===== config.mk =====
export PLATFORM = sky130hd
export DESIGN_NAME = usc_top
export DESIGN_NICKNAME = d
export VERILOG_FILES = /design/src/hw/usc_pkg.sv /design/src/hw/usc_fifo.sv /design/src/hw/usc_top.sv
export SDC_FILE = /design/constraint.sdc
export NUM_CORES = 1
export LEC_CHECK = 0
export ABC_AREA = 1
export CORE_MARGIN = 1
export CORE_UTILIZATION = 70
export CTS_BUF_LIST = sky130_fd_sc_hd__clkbuf_8
export DETAILED_ROUTE_END_ITERATION = 10
export DONT_BUFFER_PORTS = 1
export PLACE_DENSITY = 0.9
export SYNTH_ARGS = -nofsm -noshare
export SYNTH_HDL_FRONTEND = slang
export SYNTH_SLANG_ARGS = --single-unit
export TNS_END_PERCENT = 20

===== constraint.sdc =====
create_clock -name clk -period 12.3 [get_ports clk]
set_input_delay 1.23 -clock clk [delete_from_list [all_inputs] [get_ports clk]]
set_output_delay 1.23 -clock clk [all_outputs]
set_load 0.1 [all_outputs]

===== src/hw/usc_pkg.sv =====
//-----------------------------------------------------------------------------
// Purpose: constants and types shared by the serial status/control block
// Assumes: 16-bit register port, one clock
// Notes: bit times are counted in clock cycles
//-----------------------------------------------------------------------------
package usc_pkg;
	localparam int ADDR_W = 3;
	localparam int DATA_W = 16;
	localparam int CHAR_W = 8;
	localparam int FIFO_DEPTH = 4;
	localparam int PTR_W = 2;
	localparam int CNT_W = 3;
	localparam int TICK_W = 8;
	localparam int IRQ_W = 3;

	// register offsets
	localparam logic [ADDR_W-1:0] ADR_STA = 3'h0;
	localparam logic [ADDR_W-1:0] ADR_TXD = 3'h1;
	localparam logic [ADDR_W-1:0] ADR_RXD = 3'h2;
	localparam logic [ADDR_W-1:0] ADR_IST = 3'h3;
	localparam logic [ADDR_W-1:0] ADR_IMSK = 3'h4;
	localparam logic [ADDR_W-1:0] ADR_CFG = 3'h5;

	// serial_status_control field positions, then the config register encode-enable bit
	localparam int B_TXISEL1 = 15;
	localparam int B_TXINV = 14;
	localparam int B_TXISEL0 = 13;
	localparam int B_RSVD12 = 12;
	localparam int B_TXBRK = 11;
	localparam int B_TXEN = 10;
	localparam int B_TXBF = 9;
	localparam int B_TX_SHIFT_EMPTY = 8;
	localparam int B_RXISEL1 = 7;
	localparam int B_RXISEL0 = 6;
	localparam int B_RIDLE = 4;
	localparam int B_RX_OVERRUN_FLAG = 1;
	localparam int B_RXDA = 0;
	localparam int B_INFRARED_ENCODE_ENABLE = 0;

	// interrupt status bits
	localparam int IRQ_TX = 0;
	localparam int IRQ_RX = 1;
	localparam int IRQ_OVR = 2;

	// transmit interrupt modes
	localparam logic [1:0] TXI_LOAD = 2'h0;
	localparam logic [1:0] TXI_DONE = 2'h1;
	localparam logic [1:0] TXI_EMPTY = 2'h2;

	// bit timing in clock cycles
	localparam logic [TICK_W-1:0] BIT_LAST = 8'h0f;
	localparam logic [TICK_W-1:0] BIT_HALF = 8'h07;
	localparam logic [TICK_W-1:0] IR_PULSE = 8'h04;

	// frame shapes, lsb first, and buffer levels
	localparam logic [3:0] FRAME_BITS = 4'ha;
	localparam logic [3:0] BREAK_BITS = 4'he;
	localparam logic [3:0] RX_STOP_IDX = 4'h9;
	localparam logic [13:0] BREAK_FRAME = 14'h2000;
	localparam logic [CNT_W-1:0] TX_LVL_1 = 3'h1;
	localparam logic [CNT_W-1:0] RX_LVL_3 = 3'h3;
	localparam logic [CNT_W-1:0] RX_LVL_4 = 3'h4;

	typedef enum logic {TX_IDLE, TX_SHIFT} usc_tx_state_t;
	typedef enum logic {RX_IDLE, RX_RUN} usc_rx_state_t;
endpackage


===== src/hw/usc_fifo.sv =====
//-----------------------------------------------------------------------------
// Purpose: four-entry character buffer
// Assumes: push when full and pop when empty are ignored
// Notes: read data come straight from the storage flops
//-----------------------------------------------------------------------------
`timescale 1ns/100ps
module usc_fifo (
	input wire logic clk,
	input wire logic sys_rst,
	input wire logic flush,
	input wire logic push,
	input wire logic [usc_pkg::CHAR_W-1:0] push_data,
	input wire logic pop,
	output logic [usc_pkg::CHAR_W-1:0] pop_data,
	output logic full,
	output logic empty,
	output logic [usc_pkg::CNT_W-1:0] count
);
	import usc_pkg::*;

	logic [CHAR_W-1:0] mem_q [FIFO_DEPTH];
	logic [CHAR_W-1:0] mem_d [FIFO_DEPTH];
	logic [PTR_W-1:0] wptr_q, wptr_d, rptr_q, rptr_d;
	logic [CNT_W-1:0] cnt_q, cnt_d;
	logic do_push, do_pop;

	assign full = (cnt_q == CNT_W'(FIFO_DEPTH));
	assign empty = (cnt_q == '0);
	assign count = cnt_q;
	assign pop_data = mem_q[rptr_q];
	assign do_push = push && !full;
	assign do_pop = pop && !empty;

	// pointer and count update
	always_comb begin
		mem_d = mem_q;
		wptr_d = wptr_q;
		rptr_d = rptr_q;
		cnt_d = cnt_q;
		if (flush) begin
			wptr_d = '0;
			rptr_d = '0;
			cnt_d = '0;
		end else begin
			if (do_push) begin
				mem_d[wptr_q] = push_data;
				wptr_d = wptr_q + 2'h1;
			end
			if (do_pop) begin
				rptr_d = rptr_q + 2'h1;
			end
			cnt_d = cnt_q + CNT_W'(do_push) - CNT_W'(do_pop);
		end
	end

	always_ff @(posedge clk or posedge sys_rst) begin
		if (sys_rst) begin
			for (int i = 0; i < FIFO_DEPTH; i++) begin
				mem_q[i] <= '0;
			end
			wptr_q <= '0;
			rptr_q <= '0;
			cnt_q <= '0;
		end else begin
			mem_q <= mem_d;
			wptr_q <= wptr_d;
			rptr_q <= rptr_d;
			cnt_q <= cnt_d;
		end
	end
endmodule


===== src/hw/usc_top.sv =====
//-----------------------------------------------------------------------------
// Purpose: serial port status/control, transmitter, receiver, interrupts
// Assumes: 8 data bits, one stop bit, fixed bit time, 250 MHz clk
// Notes: registers on a plain strobe port, read data one cycle after strobe
//-----------------------------------------------------------------------------
//
// Strobed register access and the placing of the registers were left to the implementer.
`timescale 1ns/100ps
// How it works
// - tx mode 10: event when a load into shifter empties the buffer
// - tx mode 01: event when the last character finished shifting out
// - tx mode 00: event on every load of a character from the buffer into the shift register; break loads raise none
// - no infrared: polarity set idles line low, cleared idles high
// - infrared: polarity set idles high, cleared idles low
// - break request sends start, twelve zeros, stop, then self-clears
// - transmit enable hands the pin to the port and lets sending run
// - clearing transmit enable aborts sending, flushes buffer, frees pin
// - buffer-full flag is one when no further character fits
// - shift-empty flag one only when shifter and buffer are both empty
// - rx mode 11: event when a transfer makes the buffer hold four
// - rx mode 10: event when a transfer makes the buffer hold three
// - rx mode 0x: event on every transfer into the receive buffer
// - bit 12 of the status/control register always reads zero
module usc_top (
	input wire logic clk,
	input wire logic sys_rst,
	input wire logic [usc_pkg::ADDR_W-1:0] reg_addr,
	input wire logic [usc_pkg::DATA_W-1:0] reg_wdata,
	input wire logic reg_wr,
	input wire logic reg_rd,
	output logic [usc_pkg::DATA_W-1:0] reg_rdata,
	input wire logic serial_rx_pin,
	output logic serial_tx_pin,
	output logic serial_tx_oe,
	output logic irq
);
	import usc_pkg::*;

	//-------------------------------------------------------------------------
	// control state
	//-------------------------------------------------------------------------
	logic [1:0] txisel_q, txisel_d, rxisel_q, rxisel_d;
	logic inv_q, inv_d, brk_q, brk_d, txen_q, txen_d, infrared_encode_enable_q, infrared_encode_enable_d;
	logic rx_overrun_flag_q, rx_overrun_flag_d;
	logic [IRQ_W-1:0] ist_q, ist_d, imask_q, imask_d, ev;
	logic [DATA_W-1:0] rdata_q, rdata_d, sta;
	logic wr_sta, wr_txd, rd_rxd;

	// transmit path
	usc_tx_state_t tx_state_q, tx_state_d;
	logic [13:0] tx_sr_q, tx_sr_d;
	logic [3:0] tx_left_q, tx_left_d;
	logic [TICK_W-1:0] tx_tick_q, tx_tick_d;
	logic tx_brk_q, tx_brk_d, pin_q, pin_d;
	logic txf_pop, txf_full, txf_empty, frame_done, brk_done, line_bit, ir_pulse;
	logic [CHAR_W-1:0] txf_data;
	logic [CNT_W-1:0] txf_cnt;

	// receive path
	usc_rx_state_t rx_state_q, rx_state_d;
	logic rx_s1_q, rx_s2_q;
	logic [TICK_W-1:0] rx_tick_q, rx_tick_d;
	logic [3:0] rx_idx_q, rx_idx_d;
	logic [CHAR_W-1:0] rx_sr_q, rx_sr_d, rxf_data;
	logic rx_done, rxf_full, rxf_empty;
	logic [CNT_W-1:0] rxf_cnt;

	assign wr_sta = reg_wr && (reg_addr == ADR_STA);
	assign wr_txd = reg_wr && (reg_addr == ADR_TXD);
	assign rd_rxd = reg_rd && (reg_addr == ADR_RXD);

	//-------------------------------------------------------------------------
	// buffers
	//-------------------------------------------------------------------------
	usc_fifo u_txf (
		.clk(clk),
		.sys_rst(sys_rst),
		.flush(!txen_q),
		.push(wr_txd),
		.push_data(reg_wdata[CHAR_W-1:0]),
		.pop(txf_pop),
		.pop_data(txf_data),
		.full(txf_full),
		.empty(txf_empty),
		.count(txf_cnt)
	);

	usc_fifo u_rxf (
		.clk(clk),
		.sys_rst(sys_rst),
		.flush(1'b0),
		.push(rx_done),
		.push_data(rx_sr_q),
		.pop(rd_rxd),
		.pop_data(rxf_data),
		.full(rxf_full),
		.empty(rxf_empty),
		.count(rxf_cnt)
	);

	//-------------------------------------------------------------------------
	// transmitter
	//-------------------------------------------------------------------------
	// load, shift and abort of the transmit frame
	always_comb begin
		tx_state_d = tx_state_q;
		tx_sr_d = tx_sr_q;
		tx_left_d = tx_left_q;
		tx_tick_d = tx_tick_q;
		tx_brk_d = tx_brk_q;
		txf_pop = 1'b0;
		frame_done = 1'b0;
		unique case (tx_state_q)
			TX_IDLE: begin
				if (txen_q && brk_q) begin
					tx_sr_d = BREAK_FRAME;
					tx_left_d = BREAK_BITS;
					tx_brk_d = 1'b1;
					tx_tick_d = '0;
					tx_state_d = TX_SHIFT;
				end else if (txen_q && !txf_empty) begin
					tx_sr_d = {5'h1f, txf_data, 1'b0};
					tx_left_d = FRAME_BITS;
					tx_brk_d = 1'b0;
					tx_tick_d = '0;
					txf_pop = 1'b1;
					tx_state_d = TX_SHIFT;
				end
			end
			TX_SHIFT: begin
				tx_tick_d = tx_tick_q + 8'h01;
				if (tx_tick_q == BIT_LAST) begin
					tx_tick_d = '0;
					tx_sr_d = {1'b1, tx_sr_q[13:1]};
					tx_left_d = tx_left_q - 4'h1;
					if (tx_left_q == 4'h1) begin
						frame_done = 1'b1;
						tx_state_d = TX_IDLE;
					end
				end
			end
		endcase
		if (!txen_q) begin
			tx_state_d = TX_IDLE;
			frame_done = 1'b0;
		end
	end

	assign brk_done = frame_done && tx_brk_q;
	assign line_bit = (tx_state_q == TX_SHIFT) ? tx_sr_q[0] : 1'b1;
	assign ir_pulse = !line_bit && (tx_tick_q < IR_PULSE);

	// pin level from polarity and encoding
	always_comb begin
		if (infrared_encode_enable_q) begin
			pin_d = inv_q ? !ir_pulse : ir_pulse;
		end else begin
			pin_d = line_bit ^ inv_q;
		end
	end

	assign serial_tx_pin = pin_q;
	assign serial_tx_oe = txen_q;

	always_ff @(posedge clk or posedge sys_rst) begin
		if (sys_rst) begin
			tx_state_q <= TX_IDLE;
			tx_sr_q <= '0;
			tx_left_q <= '0;
			tx_tick_q <= '0;
			tx_brk_q <= 1'b0;
			pin_q <= 1'b1;
		end else begin
			tx_state_q <= tx_state_d;
			tx_sr_q <= tx_sr_d;
			tx_left_q <= tx_left_d;
			tx_tick_q <= tx_tick_d;
			tx_brk_q <= tx_brk_d;
			pin_q <= pin_d;
		end
	end

	//-------------------------------------------------------------------------
	// receiver
	//-------------------------------------------------------------------------
	// start detect, mid-bit sampling, stop transfer into buffer
	always_comb begin
		rx_state_d = rx_state_q;
		rx_tick_d = rx_tick_q;
		rx_idx_d = rx_idx_q;
		rx_sr_d = rx_sr_q;
		rx_done = 1'b0;
		unique case (rx_state_q)
			RX_IDLE: begin
				if (!rx_s2_q) begin
					rx_tick_d = BIT_HALF;
					rx_idx_d = '0;
					rx_state_d = RX_RUN;
				end
			end
			RX_RUN: begin
				rx_tick_d = rx_tick_q - 8'h01;
				if (rx_tick_q == '0) begin
					rx_tick_d = BIT_LAST;
					rx_idx_d = rx_idx_q + 4'h1;
					if (rx_idx_q == '0 && rx_s2_q) begin
						rx_state_d = RX_IDLE;
					end else if (rx_idx_q == RX_STOP_IDX) begin
						rx_done = 1'b1;
						rx_state_d = RX_IDLE;
					end else if (rx_idx_q != '0) begin
						rx_sr_d = {rx_s2_q, rx_sr_q[CHAR_W-1:1]};
					end
				end
			end
		endcase
	end

	always_ff @(posedge clk or posedge sys_rst) begin
		if (sys_rst) begin
			rx_s1_q <= 1'b1;
			rx_s2_q <= 1'b1;
			rx_state_q <= RX_IDLE;
			rx_tick_q <= '0;
			rx_idx_q <= '0;
			rx_sr_q <= '0;
		end else begin
			rx_s1_q <= serial_rx_pin;
			rx_s2_q <= rx_s1_q;
			rx_state_q <= rx_state_d;
			rx_tick_q <= rx_tick_d;
			rx_idx_q <= rx_idx_d;
			rx_sr_q <= rx_sr_d;
		end
	end

	//-------------------------------------------------------------------------
	// events and registers
	//-------------------------------------------------------------------------
	// interrupt event sources by mode
	always_comb begin
		ev = '0;
		unique case (txisel_q)
			TXI_LOAD: ev[IRQ_TX] = txf_pop;
			// a write in the same cycle keeps the buffer from draining
			TXI_EMPTY: ev[IRQ_TX] = txf_pop && !wr_txd && (txf_cnt == TX_LVL_1);
			TXI_DONE: ev[IRQ_TX] = frame_done && txf_empty && !wr_txd;
			default: ev[IRQ_TX] = 1'b0;
		endcase
		if (!rxisel_q[1]) begin
			ev[IRQ_RX] = rx_done && !rxf_full;
		end else if (rxisel_q[0]) begin
			ev[IRQ_RX] = rx_done && !rd_rxd && (rxf_cnt == RX_LVL_3);
		end else begin
			ev[IRQ_RX] = rx_done && !rd_rxd && (rxf_cnt == TX_LVL_1 + TX_LVL_1);
		end
		ev[IRQ_OVR] = rx_done && rxf_full;
	end

	// status/control image
	always_comb begin
		sta = '0;
		sta[B_TXISEL1] = txisel_q[1];
		sta[B_TXINV] = inv_q;
		sta[B_TXISEL0] = txisel_q[0];
		sta[B_RSVD12] = 1'b0;
		sta[B_TXBRK] = brk_q;
		sta[B_TXEN] = txen_q;
		sta[B_TXBF] = txf_full;
		sta[B_TX_SHIFT_EMPTY] = (tx_state_q == TX_IDLE) && txf_empty;
		sta[B_RXISEL1] = rxisel_q[1];
		sta[B_RXISEL0] = rxisel_q[0];
		sta[B_RIDLE] = (rx_state_q == RX_IDLE);
		sta[B_RX_OVERRUN_FLAG] = rx_overrun_flag_q;
		sta[B_RXDA] = !rxf_empty;
	end

	// register writes, sticky bits and read mux
	always_comb begin
		txisel_d = txisel_q;
		rxisel_d = rxisel_q;
		inv_d = inv_q;
		txen_d = txen_q;
		infrared_encode_enable_d = infrared_encode_enable_q;
		imask_d = imask_q;
		brk_d = brk_done ? 1'b0 : brk_q;
		rx_overrun_flag_d = rx_overrun_flag_q;
		ist_d = ist_q;
		if (wr_sta) begin
			txisel_d = {reg_wdata[B_TXISEL1], reg_wdata[B_TXISEL0]};
			rxisel_d = {reg_wdata[B_RXISEL1], reg_wdata[B_RXISEL0]};
			inv_d = reg_wdata[B_TXINV];
			txen_d = reg_wdata[B_TXEN];
			brk_d = reg_wdata[B_TXBRK];
			if (!reg_wdata[B_RX_OVERRUN_FLAG]) begin
				rx_overrun_flag_d = 1'b0;
			end
		end
		if (reg_wr && reg_addr == ADR_IST) begin
			ist_d = ist_q & ~reg_wdata[IRQ_W-1:0];
		end
		if (reg_wr && reg_addr == ADR_IMSK) begin
			imask_d = reg_wdata[IRQ_W-1:0];
		end
		if (reg_wr && reg_addr == ADR_CFG) begin
			infrared_encode_enable_d = reg_wdata[B_INFRARED_ENCODE_ENABLE];
		end
		// set beats clear
		ist_d = ist_d | ev;
		rx_overrun_flag_d = rx_overrun_flag_d | ev[IRQ_OVR];
		rdata_d = '0;
		if (reg_rd) begin
			unique case (reg_addr)
				ADR_STA: rdata_d = sta;
				ADR_RXD: rdata_d = {8'h00, rxf_data};
				ADR_IST: rdata_d = {13'h0000, ist_q};
				ADR_IMSK: rdata_d = {13'h0000, imask_q};
				ADR_CFG: rdata_d = {15'h0000, infrared_encode_enable_q};
				default: rdata_d = '0;
			endcase
		end
	end

	assign reg_rdata = rdata_q;
	assign irq = |(ist_q & imask_q);

	always_ff @(posedge clk or posedge sys_rst) begin
		if (sys_rst) begin
			txisel_q <= '0;
			rxisel_q <= '0;
			inv_q <= 1'b0;
			txen_q <= 1'b0;
			infrared_encode_enable_q <= 1'b0;
			imask_q <= '0;
			brk_q <= 1'b0;
			rx_overrun_flag_q <= 1'b0;
			ist_q <= '0;
			rdata_q <= '0;
		end else begin
			txisel_q <= txisel_d;
			rxisel_q <= rxisel_d;
			inv_q <= inv_d;
			txen_q <= txen_d;
			infrared_encode_enable_q <= infrared_encode_enable_d;
			imask_q <= imask_d;
			brk_q <= brk_d;
			rx_overrun_flag_q <= rx_overrun_flag_d;
			ist_q <= ist_d;
			rdata_q <= rdata_d;
		end
	end
endmodule


==> run metrics, run 1 <==
run status finished clean; WL per Instance 15.3 um; share of cells above drive strength 1 6.07%; Post-synth ARST share 100%; mapped cell area 0.00797 mm^2; Post-CTS Hold Buffers 0; Critical Path RT 11070 ps; critical path type reg2out; Mean Syn Cell Area 8.36 um^2; Worst-path clk slew 80 ps; Worst Max-Slew Pin Slew 1060 ps; nets@finish 988; die area 0.0118 mm^2; setup TNS 0 ps; Die Width 109 um; CP max FO 3; Num CTS Buffers 17; DR vias 6276; Gate power share 25.1%; gr ovfl total 0; Synth Area in XOR/XNOR 1.65%; Port Buf Inserts 0; largest family of logic cells by synthesized area simple AND/OR/NAND/NOR gates; highest clock rate 337 MHz; post-CTS setup buffers 0; Die H 109 um; Clock Latency Late Sink 470 ps; Tcrit/Tclk final 24.1%; number of global-route vias before repair 6019; Post-synth EDFFs 0; Routed Antenna Nets 0; # IOs 43; Tmin final 2970 ps; Vias/cell 5.73; Synth cell types 45; Startpoint Class flip-flop; min setup slack post-route 9330 ps; H-tree depth 4; CP Capture Type output pin; post-synthesis cell count 953; Synth Area in Compound Gates 13.7%; Worst slew margin 28.8%; Final Hold Viols 0; initial antenna violation count 0; worst hold path class reg2reg; Int Pwr 0.000964 W; clk buf depth 2; HPWL after detailed placement 11200 um; peak supply drop 0.000153 V; Synth top cells by count 274 x nand2_1, 157 x dfrtp_1, 126 x inv_1, 82 x o21ai_0, 57 x nand3_1; switch share 37.5%; Pleak 4.28 nW; row count 38; clk sinks 160; TritonCTS clock tree done; final WL 16700 um; PwrDens 184 mW/mm^2; diode count 0; Area Overhead vs Synth 5.07%; 1st-pass router iterations 6; prevailing post-synth register cell dfrtp_1; drt first-iter violations 628; largest net degree at the start of global routing 86; multiplexer share of the synthesized area 0%; clock share of power 25.5%; Post-Synth Adder-Cell Area 3.49%; Layout Cells excl Fill 1095; RSZ-0062 raised after global routing no; Placer Congestion 0.817; Core ar. 0.0110 mm^2; first-pass GRT wire length 27900 um; synth top area cells dfrtp_1 49%, nand2_1 13%, inv_1 5.9%; Sw Pwr 0.000578 W; Slew Viols, Final 0; Setup Skew 8.39 ps; Max Cap Viol 0; initial core utilization 72.5%; DRC errors left 0; YS warnings 0; dominant cell type by area after synthesis dfrtp_1; Seq pwr share 49.3%; Place WS 9260 ps; register area share after synthesis 50.3%; final setup fails 0; WP data arrival 1740 ps; CTS-repair resized insts 0; GRT Total Usage 30.9%; most common cell in the netlist nand2_1; share of the synthesized area in the top cell type 49.3%; syn_nets 998; CTS root buf clkbuf_8; placed insts 1064; Post-Synth Simple-Gate Area 22.3%; Yosys reg bits 160
-- registers in the layout, indices dropped and copies added (netlist names), 8 cells and up --
signal / count
u_rxf.mem_q: 32
tx_sr_q: 14
rx_tick_q: 8
tx_tick_q: 8
reg_rdata: 15
u_txf.mem_q: 32
rx_sr_q: 8
-- power by group through the flow --
stage | sequential, W | clock [W] | combinational, W
floorplan | 0.000723 | 0 | 0.000334
global placement | 0.000761 | 0 | 0.000363
detailed placement | 0.000766 | 0 | 0.000385
CTS | 0.000758 | 0.000396 | 0.000389
global route | 0.000774 | 0.000416 | 0.000447
finish | 0.000761 | 0.000393 | 0.000388
-- worst max-delay path: stages (launching register included) --
cell	delay [ps]
dfrtp_1	410
nand2_1	90
nand3_1	770
-- logic make-up after synthesis --
logic type | Yosys count
AND/OR/NAND/NOR | 406
other | 1
flip-flops | 160
XOR/XNOR | 15
AO/OA/AOI/OAI | 190
buffers and inverters | 160
adder cells (fa/ha/maj) | 21
-- final cells by class --
cell class | count | area (um^2)
clock buffers | 23 | 317
clock inverters | 8 | 87.6
fillers | 761 | 2610
inverters | 129 | 489
multi-input cells | 633 | 3280
flip-flops and latches | 160 | 4010
well taps | 140 | 175
repair buffers | 2 | 15.0
-- path summary, 6_finish.rpt --
kind                       slack (ps)            startpoint                           to  cells past startpoint
setup / recovery                 9330    ist_q[2]$_DFF_PP0_                          irq                      2
hold / removal                    360     rx_s1_q$_DFF_PP1_            rx_s2_q$_DFF_PP1_                      0
setup reg to reg                 9560  tx_state_q$_DFF_PP0_     u_txf.count[2]$_DFF_PP0_                     10
hold reg to reg                   360     rx_s1_q$_DFF_PP1_            rx_s2_q$_DFF_PP1_                      0
max in group asynchronous       10080               sys_rst  u_txf.mem_q[19]$_DFFE_PP0P_                      2
min in group asynchronous         730               sys_rst       imask_q[0]$_DFFE_PP0P_                      1
-- cells in the final DEF, fill, tap and decap left out, drive strengths merged, types with 2 or more instances in the layout --
master	n
xnor2	4
o21bai	32
dfstp	3
nand3	59
nor2	49
nor3	9
o21a	3
dfrtp	157
ha	19
o22ai	8
nand2	279
o21ai	93
a21oi	40
xor2	11
inv	133
nand4	6
buf	2
fa	2
clkbuf	23
bufinv	2
o211ai	10
-- metrics by stage --
stage / total power, W / util, % / area [um^2] / hold WS, ps
5_1_grt: 0.00164 / 76.2 / 8370 / 362
3_3_place_gp: 0.00112 / 72.5 / 7970 / 346
3_5_place_dp: 0.00115 / 72.5 / 7970 / 351
2_1_floorplan: 0.00106 / - / 7970 / 345
6_report: 0.00154 / 76.2 / 8370 / 360
4_1_cts: 0.00154 / 76.2 / 8370 / 362
-- layer usage --
layer	global-route usage [%]	part of all wire, %	up-vias
li1	-	-	3018
met1	42.1	44	3018
met2	48.1	48	212
met3	7.77	7.0	28
met4	11.2	1.7	0
met5	0	0	-
Note: power is estimated with default switching activity, not from simulation.
==> run 2, diff against run 1 <==
Settings changed: CORE_UTILIZATION 70 to 66, PLACE_DENSITY 0.9 to 0.86.
Clock period 12.3 ns to 3 ns, I/O delays scaled along.
==> run 2 against run 1 <==
Against the previous run:
- the run now ends with DRC, hold timing left
- utilization shrank 2.0 points
- die area rose by 5.9%
- clock skew increased by 3.4 ps
- critical endpoint is now u_txf.count[2]$_DFF_PP0_
- largest cell class unchanged
- largest power group unchanged
==> run metrics, run 2 (synthesis gave the netlist of run 1 again) <==
WP data arrival 2680 ps (+940 ps); 1st-pass router iterations 9 (+3); Vias/cell 5.60 (-2.3%); post-route core utilization 74.2% (-2.0 points); PnR Total Power 0.00664 W (+330%); HPWL after detailed placement 10700 um (-4.8%); number of global-route vias before repair 6185 (+2.8%); worst hold path class in2async; Area Overhead vs Synth 8.18%; RSZ-0062 raised after global routing no; fill cell total of the finished layout 836 (+9.9%); commonest non-fill, non-tap cell in the layout nand2_1; H-tree depth 4 (unchanged); gr ovfl total 0 (unchanged); Slew Viols, Final 0 (unchanged); Worst slew margin 30.2% (+1.4 points); Routed Antenna Nets 0 (unchanged); final WL 16600 um (-0.57%); met2 Use GR 44.6% (-3.6 points); Worst-path clk slew 80 ps (about the same); peak supply drop 0.000546 V (+260%); # IOs 43 (unchanged); Max Cap Viol 0 (unchanged); Die H 112 um (+2.9%); die area 0.0125 mm^2 (+5.9%); DRC errors left 7 (+7); Placer Congestion 0.815 (-0.22%); clk sinks 160 (unchanged); drt first-iter violations 580 (-7.6%); run status complete, but fails checks; diode count 0 (unchanged); clk buf depth 2 (unchanged); DR vias 6244 (-0.51%); Critical Path RT 3380 ps (-7690 ps); Crit Reg-Reg Startpoint u_txf.count[1]$_DFF_PP0_; CP max FO 6 (+3); Die Width 112 um (+2.9%); post-CTS setup buffers 0 (unchanged); Core ar. 0.0116 mm^2 (+5.7%); Tcrit/Tclk final 76.9%; Num CTS Buffers 17 (unchanged); final setup fails 0 (unchanged); CP Capture Type flip-flop; most frequent cells in the layout 274 x nand2_1, 157 x dfrtp_1, 126 x inv_1, 82 x o21ai_0, 57 x nand3_1; Port Buf Inserts 0 (unchanged); Startpoint Class flip-flop; worst reg2reg path depth 11 (+1); initial antenna violation count 0 (unchanged); R2R Setup Slk 690 ps (-8870 ps); CTS root buf clkbuf_8; nets@finish 1004 (+1.6%); failing checks DRC, hold timing; Final Hold Viols 47 (+47); PwrDens 771 mW/mm^2 (+320%); Fin Hold WS -80.1 ps (-440 ps); setup TNS 0 ps (unchanged); GRT Total Usage 28.9% (-2.0 points); Most Crowded Layer GR met2; initial core utilization 68.6% (-3.9 points); row count 39 (+2.6%); critical path type reg2reg; highest clock rate 434 MHz; largest net degree at the start of global routing 161 (+87%); Setup Skew 11.8 ps (+3.40 ps); reg2reg end u_txf.count[2]$_DFF_PP0_; Clock Latency Late Sink 450 ps (-20 ps); Worst Max-Slew Pin Slew 1040 ps (-20.2 ps); GR Layer Usage met3 6.48% (-1.3 points); first-pass GRT wire length 28600 um (+2.5%); share of cells above drive strength 1 6.69% (+0.61 points); Tmin final 2310 ps; WL per Instance 14.9 um (-2.4%); TritonCTS clock tree done; Global Route met1 Usage 40.1% (-2.0 points); Pleak 4.36 nW (+1.9%)
## run 2: worst max-delay path by stage
stage / from / end
final: u_txf.count[1]$_DFF_PP0_ / u_txf.count[2]$_DFF_PP0_
after global routing: u_txf.count[1]$_DFF_PP0_ / u_txf.count[2]$_DFF_PP0_
after CTS: u_txf.count[1]$_DFF_PP0_ / u_txf.count[2]$_DFF_PP0_
after detailed placement: u_txf.count[1]$_DFF_PP0_ / u_txf.count[2]$_DFF_PP0_
after global placement: u_txf.count[1]$_DFF_PP0_ / u_txf.count[2]$_DFF_PP0_
after floorplan: serial_tx_oe$_DFFE_PP0P_ / u_txf.count[2]$_DFF_PP0_
## run 2: power breakdown
group	switching, W	internal [W]	leakage (nW)
clock	0.000802	0.00109	0.233
combinational	0.00108	0.000557	2.10
sequential	0.000544	0.00256	2.03
## run 2: cell type report
class                           count  area [um^2]  area share (%)
Tap cell                          143          179            2.08
Clock buffer                       18          248            2.87
Timing Repair Buffer               18          180            2.09
Sequential cell                   160         4010            46.5
Multi-Input combinational cell    633         3280            38.1
Inverter                          129          488            5.66
Clock inverter                     14          236            2.74
## run 2: per-layer routing
metal  wire, um  share of wire, %  vias to the layer above
met5          0                 0                        -
met4        211               1.3                        0
met3       1220               7.3                       24
met2       7710                46                      215
met1       7500                45                     2952
li1           -                 -                     3053
## run 2: timing repair
item	in CTS	in global routing
endpoints found under the hold margin	39	0
resized for setup	0	0
hold buffers	13	0
## run 2: worst max-delay path, stage by stage (launching register included)
cell	delay, ps
dfrtp_1	460
nor2_1	240
nand2_1	100
nand2_1	160
nor2_1	100
ha_1	280
inv_1	60
ha_1	130
inv_1	50
fa_1	370
and3_1	180
nor3_1	110
## run 2: stage by stage
step	area, um^2	cells	setup WS [ps]
after floorplan	7970	953	313
after global placement	8000	1070	812
after detailed placement	8000	1070	744
after CTS	8620	1115	710
after global routing	8620	1115	516
final	8620	1115	694
==> run 3, diff against run 2 <==
Settings changed: CORE_UTILIZATION 66 to 60, PLACE_DENSITY 0.86 to 0.83.
Clock period 3 ns to 2.05 ns, I/O delays scaled along.
==> run 3 against run 2 <==
Against the previous run:
- the run now ends clean
- combinational power grew 75%
- non-clock buffer count grew 39
- sequential cell count is the same
- setup slack lost 680 ps
- routed wire length grew 2.1%
- via count grew 2.4%
- sequential power grew 39%
- design area grew 2.9%
- clock-buffer cell count grew 2
==> run metrics, run 3 (synthesis gave the netlist of run 1 again) <==
Die Width 117 um (+4.8%); Area Overhead vs Synth 11.4%; Max Cap Viol 0 (unchanged); TritonCTS clock tree done; clock share of power 22.8% (-5.8 points); Tmin final 2040 ps (-271 ps); critical path type reg2reg; Core ar. 0.0128 mm^2 (+10%); Pleak 4.52 nW (+3.5%); # IOs 43 (unchanged); switch share 38.3% (+1.7 points); final WL 17000 um (+2.1%); CP max FO 3 (-3); CTS root buf clkbuf_8; Gate power share 30.8% (+6.1 points); initial antenna violation count 0 (unchanged); GRT Total Usage 26.8% (-2.0 points); HPWL after detailed placement 11100 um (+3.6%); H-tree depth 4 (unchanged); Final Hold Viols 0 (-100%); Slew Viols, Final 0 (unchanged); min setup slack post-route 14.6 ps (-679 ps); Worst-path clk slew 80 ps (about the same); commonest non-fill, non-tap cell in the layout nand2_1; Worst Max-Slew Pin Slew 616 ps (-428 ps); Setup Skew 8.41 ps (-3.38 ps); gr ovfl total 0 (unchanged); WP data arrival 2410 ps (-270 ps); final setup fails 0 (unchanged); run status finished clean; Clock Latency Late Sink 460 ps (about the same); fill cell total of the finished layout 963 (+15%); Tcrit/Tclk final 99.3% (+22 points); PwrDens 1050 mW/mm^2 (+36%); Vias/cell 5.41 (-3.4%); Layout Cells excl Fill 1181 (+5.9%); placed insts 1131 (+5.7%); Startpoint Class flip-flop; number of global-route vias before repair 5827 (-5.8%); Seq pwr share 46.4% (-0.3 points); initial core utilization 62.4% (-6.2 points); post-CTS setup buffers 0 (unchanged); first-pass GRT wire length 28000 um (-2.3%); WL per Instance 14.4 um (-3.6%); 1st-pass router iterations 6 (-3); DR vias 6391 (+2.4%); die area 0.0137 mm^2 (+9.8%); Int Pwr 0.00573 W (+36%); highest clock rate 491 MHz (+13%); worst hold path class in2reg; largest net degree at the start of global routing 87 (-46%); Critical Path RT 2430 ps (-950 ps); clk buf depth 2 (unchanged); Die H 117 um (+4.8%); share of cells above drive strength 1 10.0% (+3.3 points); Num CTS Buffers 17 (unchanged); peak supply drop 0.000555 V (+1.8%); drt first-iter violations 652 (+12%); clk sinks 160 (unchanged); Fin Hold WS 29.9 ps (+110 ps); Routed Antenna Nets 0 (unchanged); Worst slew margin 58.9% (+29 points); row count 41 (+5.1%); diode count 0 (unchanged); most frequent cells in the layout 270 x nand2_1, 156 x dfrtp_1, 128 x inv_1, 82 x o21ai_0, 57 x nand3_1; DRC errors left 0 (-7); Place WS 62.7 ps (-682 ps); Sw Pwr 0.00356 W (+47%); nets@finish 1043 (+3.9%); RSZ-0062 raised after global routing yes; Placer Congestion 0.844 (+3.5%); Port Buf Inserts 0 (unchanged); CP Capture Type flip-flop
run 3: critical path: stages, from the launching register on:
cell and delay (ps):
dfrtp_1 420, nor2_2 160, nand2_2 90, nand2_2 90, nor2_4 40, ha_1 260, inv_1 60, ha_1 130
inv_1 50, fa_1 360, and3_1 170, nor3_1 130
run 3: area by class of cell:
cell class,count,area (um^2),area share [%]
clock buffers,20,275,3.10
clock inverters,10,75.1,0.846
well taps,172,215,2.43
repair buffers,57,503,5.67
flip-flops and latches,160,4010,45.2
multi-input cells,633,3310,37.3
inverters,129,488,5.50
run 3: metrics by stage:
| stage | cell area [um^2] | total power, W | util (%) | setup TNS, ps |
|---|---|---|---|---|
| after floorplan | 7980 | 0.00635 | - | -29220 |
| final | 8870 | 0.00930 | 69.5 | 0 |
| after global placement | 8290 | 0.00697 | 64.9 | 0 |
| after detailed placement | 8290 | 0.00708 | 64.9 | 0 |
| after global routing | 8870 | 0.00993 | 69.5 | -75.6 |
| after CTS | 8850 | 0.00928 | 69.3 | 0 |
run 3: per-layer routing:
metal	vias to the layer above	wire length (um)	part of all wire, %	GRT usage [%]
li1	3123	-	-	-
met1	3022	7830	46	38.2
met2	220	7700	45	40.5
met3	26	1130	6.6	6.23
met4	0	333	2.0	9.37
met5	-	0	0	0
run 3: final timing paths:
path | endpoint | slack, ps | startpoint | depth (start not counted)
max | u_txf.count[2]$_DFF_PP0_ | 10 | u_txf.count[2]$_DFF_PP0_ | 11
min | u_rxf.rptr_q[0]$_DFFE_PP0P_ | 30 | reg_rd | 3
max reg2reg | u_txf.count[2]$_DFF_PP0_ | 10 | u_txf.count[2]$_DFF_PP0_ | 11
min reg2reg | rx_s2_q$_DFF_PP1_ | 360 | rx_s1_q$_DFF_PP1_ | 0
max in group asynchronous | rx_s2_q$_DFF_PP1_ | 1260 | sys_rst | 3
min in group asynchronous | reg_rdata[5]$_DFF_PP0_ | 370 | sys_rst | 3
run 3: timing repair:
action                                 4_1_cts  5_1_grt
hold buffers                                20        0
gates resized for setup                      2        8
endpoints found under the hold margin      209        0
setup endpoints to repair                    1       13
pin swaps                                    0        1
run 3: power groups by stage:
stage                     combinational, W  clock [W]  sequential, W
after detailed placement           0.00273          0        0.00435
after global routing               0.00326    0.00228        0.00439
after floorplan                    0.00201          0        0.00434
after CTS                          0.00281    0.00217        0.00430
final                              0.00287    0.00212        0.00432
after global placement             0.00264          0        0.00433
